$ cat config.mk
export PLATFORM = sky130hd
export DESIGN_NAME = psc_gate_strap
export DESIGN_NICKNAME = d
export VERILOG_FILES = /design/src/psc_pkg.sv /design/src/psc_gate_strap.sv
export VERILOG_INCLUDE_DIRS = /design/src
export SDC_FILE = /design/constraint.sdc
export NUM_CORES = 1
export LEC_CHECK = 0
export BUFFER_PORTS_ARGS = -buffer_cell sky130_fd_sc_hd__buf_2
export CAP_MARGIN = 25
export CORE_MARGIN = 4
export CORE_UTILIZATION = 48
export DETAILED_ROUTE_END_ITERATION = 8
export GPL_TIMING_DRIVEN = 0
export PLACE_DENSITY = 0.65
export SLEW_MARGIN = 10
export SYNTH_ARGS = -nofsm -noshare
export SYNTH_HDL_FRONTEND = slang
export SYNTH_SLANG_ARGS = --single-unit
$ cat constraint.sdc
create_clock -name core_clk -period 20.8 [get_ports core_clk]
set_input_delay 2.08 -clock core_clk [delete_from_list [all_inputs] [get_ports core_clk]]
set_output_delay 2.08 -clock core_clk [all_outputs]
set_load 0.02 [all_outputs]
$ cat src/psc_cfg.svh
`ifndef PSC_CFG_SVH
`define PSC_CFG_SVH
// register offsets (byte addresses on the plain port)
`define PSC_OFS_CTRL 8'h00
`define PSC_OFS_CMD 8'h04
`define PSC_OFS_VOUT 8'h08
`define PSC_OFS_CEIL 8'h0C
`define PSC_OFS_ADDR 8'h10
`define PSC_OFS_STAT 8'h14
`define PSC_OFS_PINS 8'h18
`define PSC_OFS_NVM 8'h1C
// command codes written to the command register
`define PSC_CMD_RESTORE 16'h0001
`define PSC_CMD_SAVE 16'h0002
// field positions
`define PSC_CTRL_OPEN_BIT 0
// reset values
`define PSC_CTRL_RST 1'b0
`define PSC_VOUT_RST 10'h03C
// base of the bus target address, arbitrary value
`define PSC_ADDR_BASE 7'h20
// timing: period and delays in ns, cycles rounded up
`define PSC_CLK_NS 25
`define PSC_TD_ED_NS 500
`define PSC_TD_OFF_NS 1000
`define PSC_TD_ED_CYC ((`PSC_TD_ED_NS + `PSC_CLK_NS - 1) / `PSC_CLK_NS)
`define PSC_TD_OFF_CYC ((`PSC_TD_OFF_NS + `PSC_CLK_NS - 1) / `PSC_CLK_NS)
// boot cycles before the first pin sample (two sync stages settle)
`define PSC_BOOT_CYC 2'h2
`endif

$ cat src/psc_pkg.sv
package psc_pkg;
  // driver-enable sequencing states, one-hot
  typedef enum logic [4:0] {
    DRV_OFF = 5'h01,
    DRV_DLY_ON = 5'h02,
    DRV_ON = 5'h04,
    DRV_RAMP = 5'h08,
    DRV_DLY_OFF = 5'h10
  } psc_drv_state_type;
  // connection class reported by the pin front end
  typedef enum logic [1:0] {
    CONN_LOW = 2'h0,
    CONN_OPEN = 2'h1,
    CONN_HIGH = 2'h2,
    CONN_RES = 2'h3
  } psc_conn_type;
endpackage : psc_pkg

$ cat src/psc_gate_strap.sv
// The implementer's own choices: the register offsets and the plain strobed port.
`timescale 1ns/1ps
`include "psc_cfg.svh"
// How it works
// - either enable low tristates both PWM outputs
// - tristate gating has no disabling control
// - enable raises driver enable after short delay
// - hold driver enable through ramp-down, then delay
// - sample pins at power-up and restore
// - each pin classed low, open, high, resistor
// - one pin three settings, two pins nine
// - resistor mode gives 31 codes per pin
// - bus address only from address straps
// - ceiling fixed at 110% of pin voltage
// - strapped values readable by bus, only vout overwritable
// - host can save the vout setting to NVM
module psc_gate_strap (
  input wire logic core_clk,
  input wire logic rst_n,
  input wire logic hardware_enable_in,
  input wire logic ramp_done_in,
  input wire logic pwm_high_in,
  input wire logic pwm_low_in,
  input wire logic [1:0] bus_addr_strap_0_conn,
  input wire logic [4:0] bus_addr_strap_0_code,
  input wire logic [1:0] bus_addr_strap_1_conn,
  input wire logic [4:0] bus_addr_strap_1_code,
  input wire logic [1:0] vout_select_pin_0_conn,
  input wire logic [4:0] vout_select_pin_0_code,
  input wire logic [1:0] vout_select_pin_1_conn,
  input wire logic [4:0] vout_select_pin_1_code,
  input wire logic [7:0] reg_addr,
  input wire logic [15:0] reg_wdata,
  input wire logic reg_write,
  input wire logic reg_read,
  output logic [15:0] reg_rdata,
  output logic high_side_pwm_out,
  output logic high_side_pwm_oe,
  output logic low_side_pwm_out,
  output logic low_side_pwm_oe,
  output logic driver_enable_out,
  output logic [6:0] bus_target_addr,
  output logic [9:0] output_voltage_ceiling,
  output logic [9:0] vout_setting
);

  // raw pin classes: conn in [6:5], code in [4:0]; index 0..3 = sa0, sa1, v0, v1
  logic [6:0] pin_raw [4];
  logic [6:0] pin_s1_reg [4];
  logic [6:0] pin_s2_reg [4];
  logic en_s1_reg; // first stage, read only by the second
  logic en_s2_reg;

  assign pin_raw[0] = {bus_addr_strap_0_conn, bus_addr_strap_0_code};
  assign pin_raw[1] = {bus_addr_strap_1_conn, bus_addr_strap_1_code};
  assign pin_raw[2] = {vout_select_pin_0_conn, vout_select_pin_0_code};
  assign pin_raw[3] = {vout_select_pin_1_conn, vout_select_pin_1_code};

  // two-stage synchronisers for every pin class, they come from analog timing
  for (genvar i = 0; i < 4; i++) begin : g_pin_sync
    always_ff @(posedge core_clk or negedge rst_n) begin
      if (!rst_n) begin
        pin_s1_reg[i] <= 7'h00;
        pin_s2_reg[i] <= 7'h00;
      end else begin
        pin_s1_reg[i] <= pin_raw[i];
        pin_s2_reg[i] <= pin_s1_reg[i];
      end
    end
  end

  // enable pin synchroniser
  always_ff @(posedge core_clk or negedge rst_n) begin
    if (!rst_n) begin
      en_s1_reg <= 1'b0;
      en_s2_reg <= 1'b0;
    end else begin
      en_s1_reg <= hardware_enable_in;
      en_s2_reg <= en_s1_reg;
    end
  end

  // strap table: index = v1 * 3 + v0, value in 10 mV units
  function automatic logic [9:0] strap_vout(input logic [3:0] idx);
    case (idx)
      4'h0: strap_vout = 10'h03C;
      4'h1: strap_vout = 10'h050;
      4'h2: strap_vout = 10'h064;
      4'h3: strap_vout = 10'h078;
      4'h4: strap_vout = 10'h096;
      4'h5: strap_vout = 10'h0B4;
      4'h6: strap_vout = 10'h0FA;
      4'h7: strap_vout = 10'h14A;
      default: strap_vout = 10'h168;
    endcase
  endfunction : strap_vout

  // single-resistor table, code 0..30 in 10 mV units
  function automatic logic [9:0] single_res_vout(input logic [4:0] c);
    case (c)
      5'h0F: single_res_vout = 10'h08C;
      5'h10: single_res_vout = 10'h096;
      5'h11: single_res_vout = 10'h0A0;
      5'h12: single_res_vout = 10'h0AA;
      5'h13: single_res_vout = 10'h0B4;
      5'h14: single_res_vout = 10'h0BE;
      5'h15: single_res_vout = 10'h0C8;
      5'h16: single_res_vout = 10'h0D2;
      5'h17: single_res_vout = 10'h0DC;
      5'h18: single_res_vout = 10'h0E6;
      5'h19: single_res_vout = 10'h0FA;
      5'h1A: single_res_vout = 10'h12C;
      5'h1B: single_res_vout = 10'h14A;
      5'h1C: single_res_vout = 10'h190;
      5'h1D: single_res_vout = 10'h1F4;
      5'h1E: single_res_vout = 10'h226;
      // first fifteen codes step 50 mV from 0.60 V; code 31 is out of range
      default: single_res_vout = (c < 5'h0F) ? 10'(10'h03C + 10'(c) * 10'h005) : 10'h226;
    endcase
  endfunction : single_res_vout

  // combinational decode of the synchronised pin classes
  logic [1:0] conn [4];
  logic [4:0] code [4];
  logic [1:0] lvl [4];
  logic [9:0] dec_vout;
  logic [6:0] dec_addr;

  for (genvar i = 0; i < 4; i++) begin : g_pin_split
    assign conn[i] = pin_s2_reg[i][6:5];
    assign code[i] = pin_s2_reg[i][4:0];
    // strap level 0/1/2 for low/open/high
    assign lvl[i] = (conn[i] == psc_pkg::CONN_RES) ? 2'h0 : conn[i];
  end

  always_comb begin
    // voltage: two resistors, single resistor, or three-level straps
    if (conn[2] == psc_pkg::CONN_RES && conn[3] == psc_pkg::CONN_RES) begin
      dec_vout = 10'(code[2]) + 10'(code[3]) * 10'h019;
    end else if (conn[3] == psc_pkg::CONN_RES) begin
      dec_vout = single_res_vout(code[3]);
    end else begin
      // widen before the product, a two-bit product would drop the high strap row
      dec_vout = strap_vout(4'(lvl[3]) * 4'h3 + 4'(lvl[2]));
    end
    // address comes only from the straps, nothing on the bus touches it
    if (conn[0] == psc_pkg::CONN_RES) begin
      dec_addr = 7'(`PSC_ADDR_BASE + 7'(code[0]));
    end else begin
      dec_addr = 7'(`PSC_ADDR_BASE + 7'(lvl[1]) * 7'h03 + 7'(lvl[0]));
    end
  end

  // configuration store and command state
  logic [1:0] boot_reg, boot_next;
  logic ctrl_reg, ctrl_next;
  logic [9:0] vout_reg, vout_next;
  logic [9:0] ceil_reg, ceil_next;
  logic [6:0] addr_reg, addr_next;
  logic [9:0] nvm_reg, nvm_next; // single stored word stands in for the NVM image
  logic nvm_ok_reg, nvm_ok_next;
  logic sample;
  logic wr_cmd;

  assign wr_cmd = reg_write && reg_addr == `PSC_OFS_CMD;
  // power-up sample once the synchronisers are full, or on restore
  assign sample = (boot_reg == `PSC_BOOT_CYC) || (wr_cmd && reg_wdata == `PSC_CMD_RESTORE);

  always_comb begin
    boot_next = (boot_reg == 2'h3) ? boot_reg : 2'(boot_reg + 2'h1);
    ctrl_next = ctrl_reg;
    vout_next = vout_reg;
    ceil_next = ceil_reg;
    addr_next = addr_reg;
    nvm_next = nvm_reg;
    nvm_ok_next = nvm_ok_reg;
    if (reg_write && reg_addr == `PSC_OFS_CTRL) begin
      ctrl_next = reg_wdata[`PSC_CTRL_OPEN_BIT];
    end
    if (reg_write && reg_addr == `PSC_OFS_VOUT) begin
      vout_next = reg_wdata[9:0];
    end
    if (wr_cmd && reg_wdata == `PSC_CMD_SAVE) begin
      nvm_next = vout_reg;
      nvm_ok_next = 1'b1;
    end
    // sampling wins over a same-cycle bus write; stored word if both vout pins are open and a word is saved, pins otherwise
    if (sample) begin
      vout_next = (conn[2] == psc_pkg::CONN_OPEN && conn[3] == psc_pkg::CONN_OPEN && nvm_ok_reg) ?
                  nvm_reg : dec_vout;
      ceil_next = 10'(dec_vout + dec_vout / 10'h00A);
      addr_next = dec_addr;
    end
  end

  // register the configuration; the ceiling and address have no write path
  always_ff @(posedge core_clk or negedge rst_n) begin
    if (!rst_n) begin
      boot_reg <= 2'h0;
      ctrl_reg <= `PSC_CTRL_RST;
      vout_reg <= `PSC_VOUT_RST;
      ceil_reg <= 10'h000;
      addr_reg <= 7'h00;
      nvm_reg <= 10'h000;
      nvm_ok_reg <= 1'b0;
    end else begin
      boot_reg <= boot_next;
      ctrl_reg <= ctrl_next;
      vout_reg <= vout_next;
      ceil_reg <= ceil_next;
      addr_reg <= addr_next;
      nvm_reg <= nvm_next;
      nvm_ok_reg <= nvm_ok_next;
    end
  end

  // driver-enable sequencer
  psc_pkg::psc_drv_state_type st_reg, st_next;
  logic [7:0] cnt_reg, cnt_next;
  logic run;
  logic drv_next;
  logic oe_next;

  // both enables must be high to run
  assign run = en_s2_reg && ctrl_reg;

  always_comb begin
    st_next = st_reg;
    cnt_next = 8'h00;
    unique case (st_reg)
      psc_pkg::DRV_OFF: begin
        if (run) begin
          st_next = psc_pkg::DRV_DLY_ON;
        end
      end
      psc_pkg::DRV_DLY_ON: begin
        cnt_next = 8'(cnt_reg + 8'h01);
        if (!run) begin
          st_next = psc_pkg::DRV_OFF; // driver never rose, nothing to ramp
        end else if (cnt_reg == 8'(`PSC_TD_ED_CYC - 1)) begin
          st_next = psc_pkg::DRV_ON;
        end
      end
      psc_pkg::DRV_ON: begin
        if (!run) begin
          st_next = psc_pkg::DRV_RAMP;
        end
      end
      psc_pkg::DRV_RAMP: begin
        // driver held high while the output ramps down
        if (run) begin
          st_next = psc_pkg::DRV_ON;
        end else if (ramp_done_in) begin
          st_next = psc_pkg::DRV_DLY_OFF;
        end
      end
      psc_pkg::DRV_DLY_OFF: begin
        cnt_next = 8'(cnt_reg + 8'h01);
        if (run) begin
          st_next = psc_pkg::DRV_ON;
        end else if (cnt_reg == 8'(`PSC_TD_OFF_CYC - 1)) begin
          st_next = psc_pkg::DRV_OFF;
        end
      end
      default: st_next = psc_pkg::DRV_OFF; // illegal code recovers
    endcase
    drv_next = (st_next == psc_pkg::DRV_ON) || (st_next == psc_pkg::DRV_RAMP) ||
               (st_next == psc_pkg::DRV_DLY_OFF);
    // gating follows the enables alone, no bit can override it
    oe_next = run;
  end

  // register state, driver enable and gated PWM
  always_ff @(posedge core_clk or negedge rst_n) begin
    if (!rst_n) begin
      st_reg <= psc_pkg::DRV_OFF;
      cnt_reg <= 8'h00;
      driver_enable_out <= 1'b0;
      high_side_pwm_oe <= 1'b0;
      low_side_pwm_oe <= 1'b0;
      high_side_pwm_out <= 1'b0;
      low_side_pwm_out <= 1'b0;
    end else begin
      st_reg <= st_next;
      cnt_reg <= cnt_next;
      driver_enable_out <= drv_next;
      high_side_pwm_oe <= oe_next;
      low_side_pwm_oe <= oe_next;
      high_side_pwm_out <= pwm_high_in && oe_next;
      low_side_pwm_out <= pwm_low_in && oe_next;
    end
  end

  // read port: data one cycle after the strobe, unmapped reads zero
  logic [15:0] rdata_next;

  always_comb begin
    rdata_next = 16'h0000;
    if (reg_read) begin
      unique case (reg_addr)
        `PSC_OFS_CTRL: rdata_next = {15'h0000, ctrl_reg};
        `PSC_OFS_VOUT: rdata_next = {6'h00, vout_reg};
        `PSC_OFS_CEIL: rdata_next = {6'h00, ceil_reg};
        `PSC_OFS_ADDR: rdata_next = {9'h000, addr_reg};
        `PSC_OFS_STAT: rdata_next = {8'h00, nvm_ok_reg, en_s2_reg, driver_enable_out, st_reg};
        `PSC_OFS_PINS: rdata_next = {8'h00, conn[3], conn[2], conn[1], conn[0]};
        `PSC_OFS_NVM: rdata_next = {6'h00, nvm_reg};
        default: rdata_next = 16'h0000;
      endcase
    end
  end

  always_ff @(posedge core_clk or negedge rst_n) begin
    if (!rst_n) begin
      reg_rdata <= 16'h0000;
    end else begin
      reg_rdata <= rdata_next;
    end
  end

  assign bus_target_addr = addr_reg;
  assign output_voltage_ceiling = ceil_reg;
  assign vout_setting = vout_reg;

endmodule : psc_gate_strap

==> qor.txt <==
Worst rel slew slack: 0.381
Synth-to-Final Area Change: 18.3%
Multiplexer area fraction after synthesis: 0.0440
Routability cong.: 0.885
Via density: 5.74
Synth Flop Type: dfrtp_1
Max reg flops: 23
# DRC: 0
Synth Warn #: 0
Skew-Pair Late Insertion Delay: 420 ps
Clk buf depth: 2
Die area: 18000 um^2
Compound-Gate Fraction of Synth Area: 0.205
Clock skew: 24.0 ps
Cts hold-fix bufs: 0
Number of enable flip-flop cells after synthesis: 0
Core Region: 15400 um^2
Slowest cell on the critical path: dfrtp_1
Die Height: 134 um
Status: complete, no violations
TritonCTS buffer count: 17
Pwr Density: 93.8 nW/um^2
NetSw: 293 uW
Largest net degree at the start of global routing: 92
FP Rows: 45
Most common cell on crit path: ha_1
Int Pwr: 555 uW
DR WL/cell: 17.4 um
Synth top area share: 0.360
Max-slew violations: 0
Crit. End Element: flip-flop
Ports: 108
Leak: 0.00433 uW
Fmax: 0.128 GHz
Library cells used by synthesis: 86
Largest family of logic cells by synthesized area: compound AO/OA/AOI/OAI gates
Setup crit start kind: flip-flop
Design area: 9040 um^2
Crit path kind: reg -> reg
DR iter-0 viols: 673
Switching Fraction: 0.345
Combinational share of power: 0.338
Total GRT Usage: 0.223
Maxcap violations: 0
Synth area leader: dfrtp_1
Fraction of synthesized cell area in xor and xnor cells: 0.0218
Sequential area share after synthesis: 0.377
Detailed Place HPWL: 15.1 mm
Grt total ovfl: 0
Worst IR Drop VDD: 0.0814 mV
Initial antenna violation count: 0
Area after DPL: 8440 um^2
Clk slew on worst S/H paths: 60 ps
TritonRoute pass-1 iters: 5
Ant diodes: 0
RSZ-0062 raised after global routing: false
Vias in the first global route: 6113
Clock group share of total power: 0.346
Reg power frac: 0.316
Fin crit share: 0.376
Final Setup Violations: 0
Largest cells by area after synthesis: dfrtp_1, ha_1, a21oi_1
Async set or reset register ratio after synthesis: 1.00
Share of cells above drive strength 1: 0.217
Post-CTS Setup Inserts: 0
CTS tree: yes
Mapped cell area: 7650 um^2
Syn Area/Cell: 9.52 um^2
Worst-margin pin slew: 929 ps
Mapped Cells: 803
Synth Area in Simple Gates: 0.156
Width of the die: 134 um
IO buf count: 94
CTS sink cnt: 115
Routed WL: 20.0 mm
Minimum clock period: 7830 ps
Critical path peak fanout: 9
First-pass GRT wire length: 32.0 mm
Total number of H-tree levels: 4
CTS Root Cell: clkbuf_16
Post-CTS sizing: 0
Routed vias: 6590
Hold Path Class: reg -> reg
Final ANT Viol Nets: 0
Critical path arrival: 8110 ps
Count of final hold-check violations: 0
Total Neg Setup Slack: 0 ps
Crit path largest cell delay: 560 ps
Post-layout nets: 1063
Worst Path Required: 21080 ps
Synth Register Bits: 115
Initial core utilization: 0.496
Adder-Cell Fraction of Synth Area: 0.138
## final timing paths
| path | from | end | slack [ps] | cells after the start |
|---|---|---|---|---|
| worst max-delay path | code[0]$_DFF_PN0_ | output_voltage_ceiling[8]$_DFFE_PN0N_ | 12970 | 35 |
| worst min-delay path | pin_s1_reg[12]$_DFF_PN0_ | conn[2]$_DFF_PN0_ | 330 | 0 |
| worst max register to register | code[0]$_DFF_PN0_ | output_voltage_ceiling[8]$_DFFE_PN0N_ | 12970 | 35 |
| worst min register to register | pin_s1_reg[12]$_DFF_PN0_ | conn[2]$_DFF_PN0_ | 330 | 0 |
| max in group asynchronous | rst_n | vout_setting[5]$_DFFE_PN1P_ | 18540 | 2 |
| min in group asynchronous | rst_n | pin_s1_reg[1]$_DFF_PN0_ | 1520 | 1 |
## power groups by stage
stage          Sequential, uW  Clock, uW  Combinational [uW]
2_1_floorplan             280          0                 191
3_3_place_gp              271          0                 282
3_5_place_dp              271          0                 284
4_1_cts                   268        297                 286
5_1_grt                   271        308                 321
6_report                  268        293                 287
## metrics by stage
stage / utilization / hold slack, ps / setup WS [ps] / cells / total power [uW]
floorplan: - / 331 / 13930 / 809 / 471
global placement: 0.545 / 332 / 12960 / 1114 / 553
CTS: 0.586 / 337 / 12900 / 1148 / 851
detailed placement: 0.547 / 335 / 12940 / 1116 / 556
global route: 0.586 / 346 / 12230 / 1149 / 899
finish: 0.586 / 334 / 12970 / 1149 / 848
## metal layers
| layer | part of all wire | global-route usage | wire [um] | up-vias |
|---|---|---|---|---|
| met5 | 0 | 0 | 0 | - |
| met4 | 0.014 | 0.0622 | 276 | 0 |
| met3 | 0.064 | 0.0401 | 1290 | 23 |
| met2 | 0.46 | 0.346 | 9180 | 223 |
| met1 | 0.46 | 0.322 | 9230 | 3165 |
| li1 | - | - | - | 3179 |
## cells in the mapped netlist, drive strengths merged, types with 4 or more instances
master  instances
a211o           4
a211oi         11
a21boi          6
a21o           10
a21oi          52
a221oi         10
a22o            7
a22oi          10
a311oi          4
a31oi           9
and3           15
buf            29
clkbuf         18
dfrtp         110
dfstp           5
fa              9
ha             69
inv            49
mux2           21
mux2i          10
nand2          62
nand2b          7
nand3          24
nand4           8
nor2           51
nor2b           5
nor3           14
nor3b           4
nor4           12
o21a            9
o21ai          53
o21bai          4
o22ai           6
or2             6
xnor2          15
xor2            4
## placed cells by master (no fill, tap or decap), types with 4 or more instances in the layout
cell type and instances:
and3_1 15, a221oi_1 10, o21ai_0 46, xor2_1 4, xnor2_1 15, a21boi_0 4
inv_1 46, clkbuf_16 17, o21a_1 8, nand2_1 60, a21oi_1 52, a311oi_1 4
mux2i_1 10, a22o_1 7, a211o_1 4, nand4_1 8, nand3_1 22, fa_1 9
o21ai_1 6, nand2b_1 7, buf_2 107, buf_4 15, dfstp_2 5, nor2_1 49
mux2_2 21, a21o_1 10, a22oi_1 10, a31oi_1 9, ha_1 69, nor3b_1 4
o21bai_1 4, o22ai_1 6, nor4_1 12, a211oi_1 10, nor2b_1 5, nor3_1 12
conb_1 7, clkbuf_1 22, dfrtp_1 110
## critical path: cells and delay by family, from the launching register on
family | cells | cell delay (ps)
simple gates | 9 | 1180
xor+xnor | 1 | 150
flops | 1 | 560
buf+inv | 4 | 530
fa+ha+maj | 8 | 2700
compound gates | 13 | 2590
## layout make-up
type / count / area [um^2]
inverters: 50 / 188
clock buffers: 23 / 468
fillers: 1379 / 6380
clock inverters: 9 / 129
well taps: 211 / 264
plain buffers: 47 / 255
repair buffers: 97 / 514
flip-flops and latches: 115 / 2880
multi-input cells: 597 / 4340
## kinds of logic after synthesis
kind of cell             after synthesis
adder cells (fa/ha/maj)               79
flip-flops                           115
buffers and inverters                 97
AO/OA/AOI/OAI                        231
AND/OR/NAND/NOR                      230
multiplexers                          31
XOR/XNOR                              19
other                                  1
Note: power is estimated with default switching activity, not from simulation.
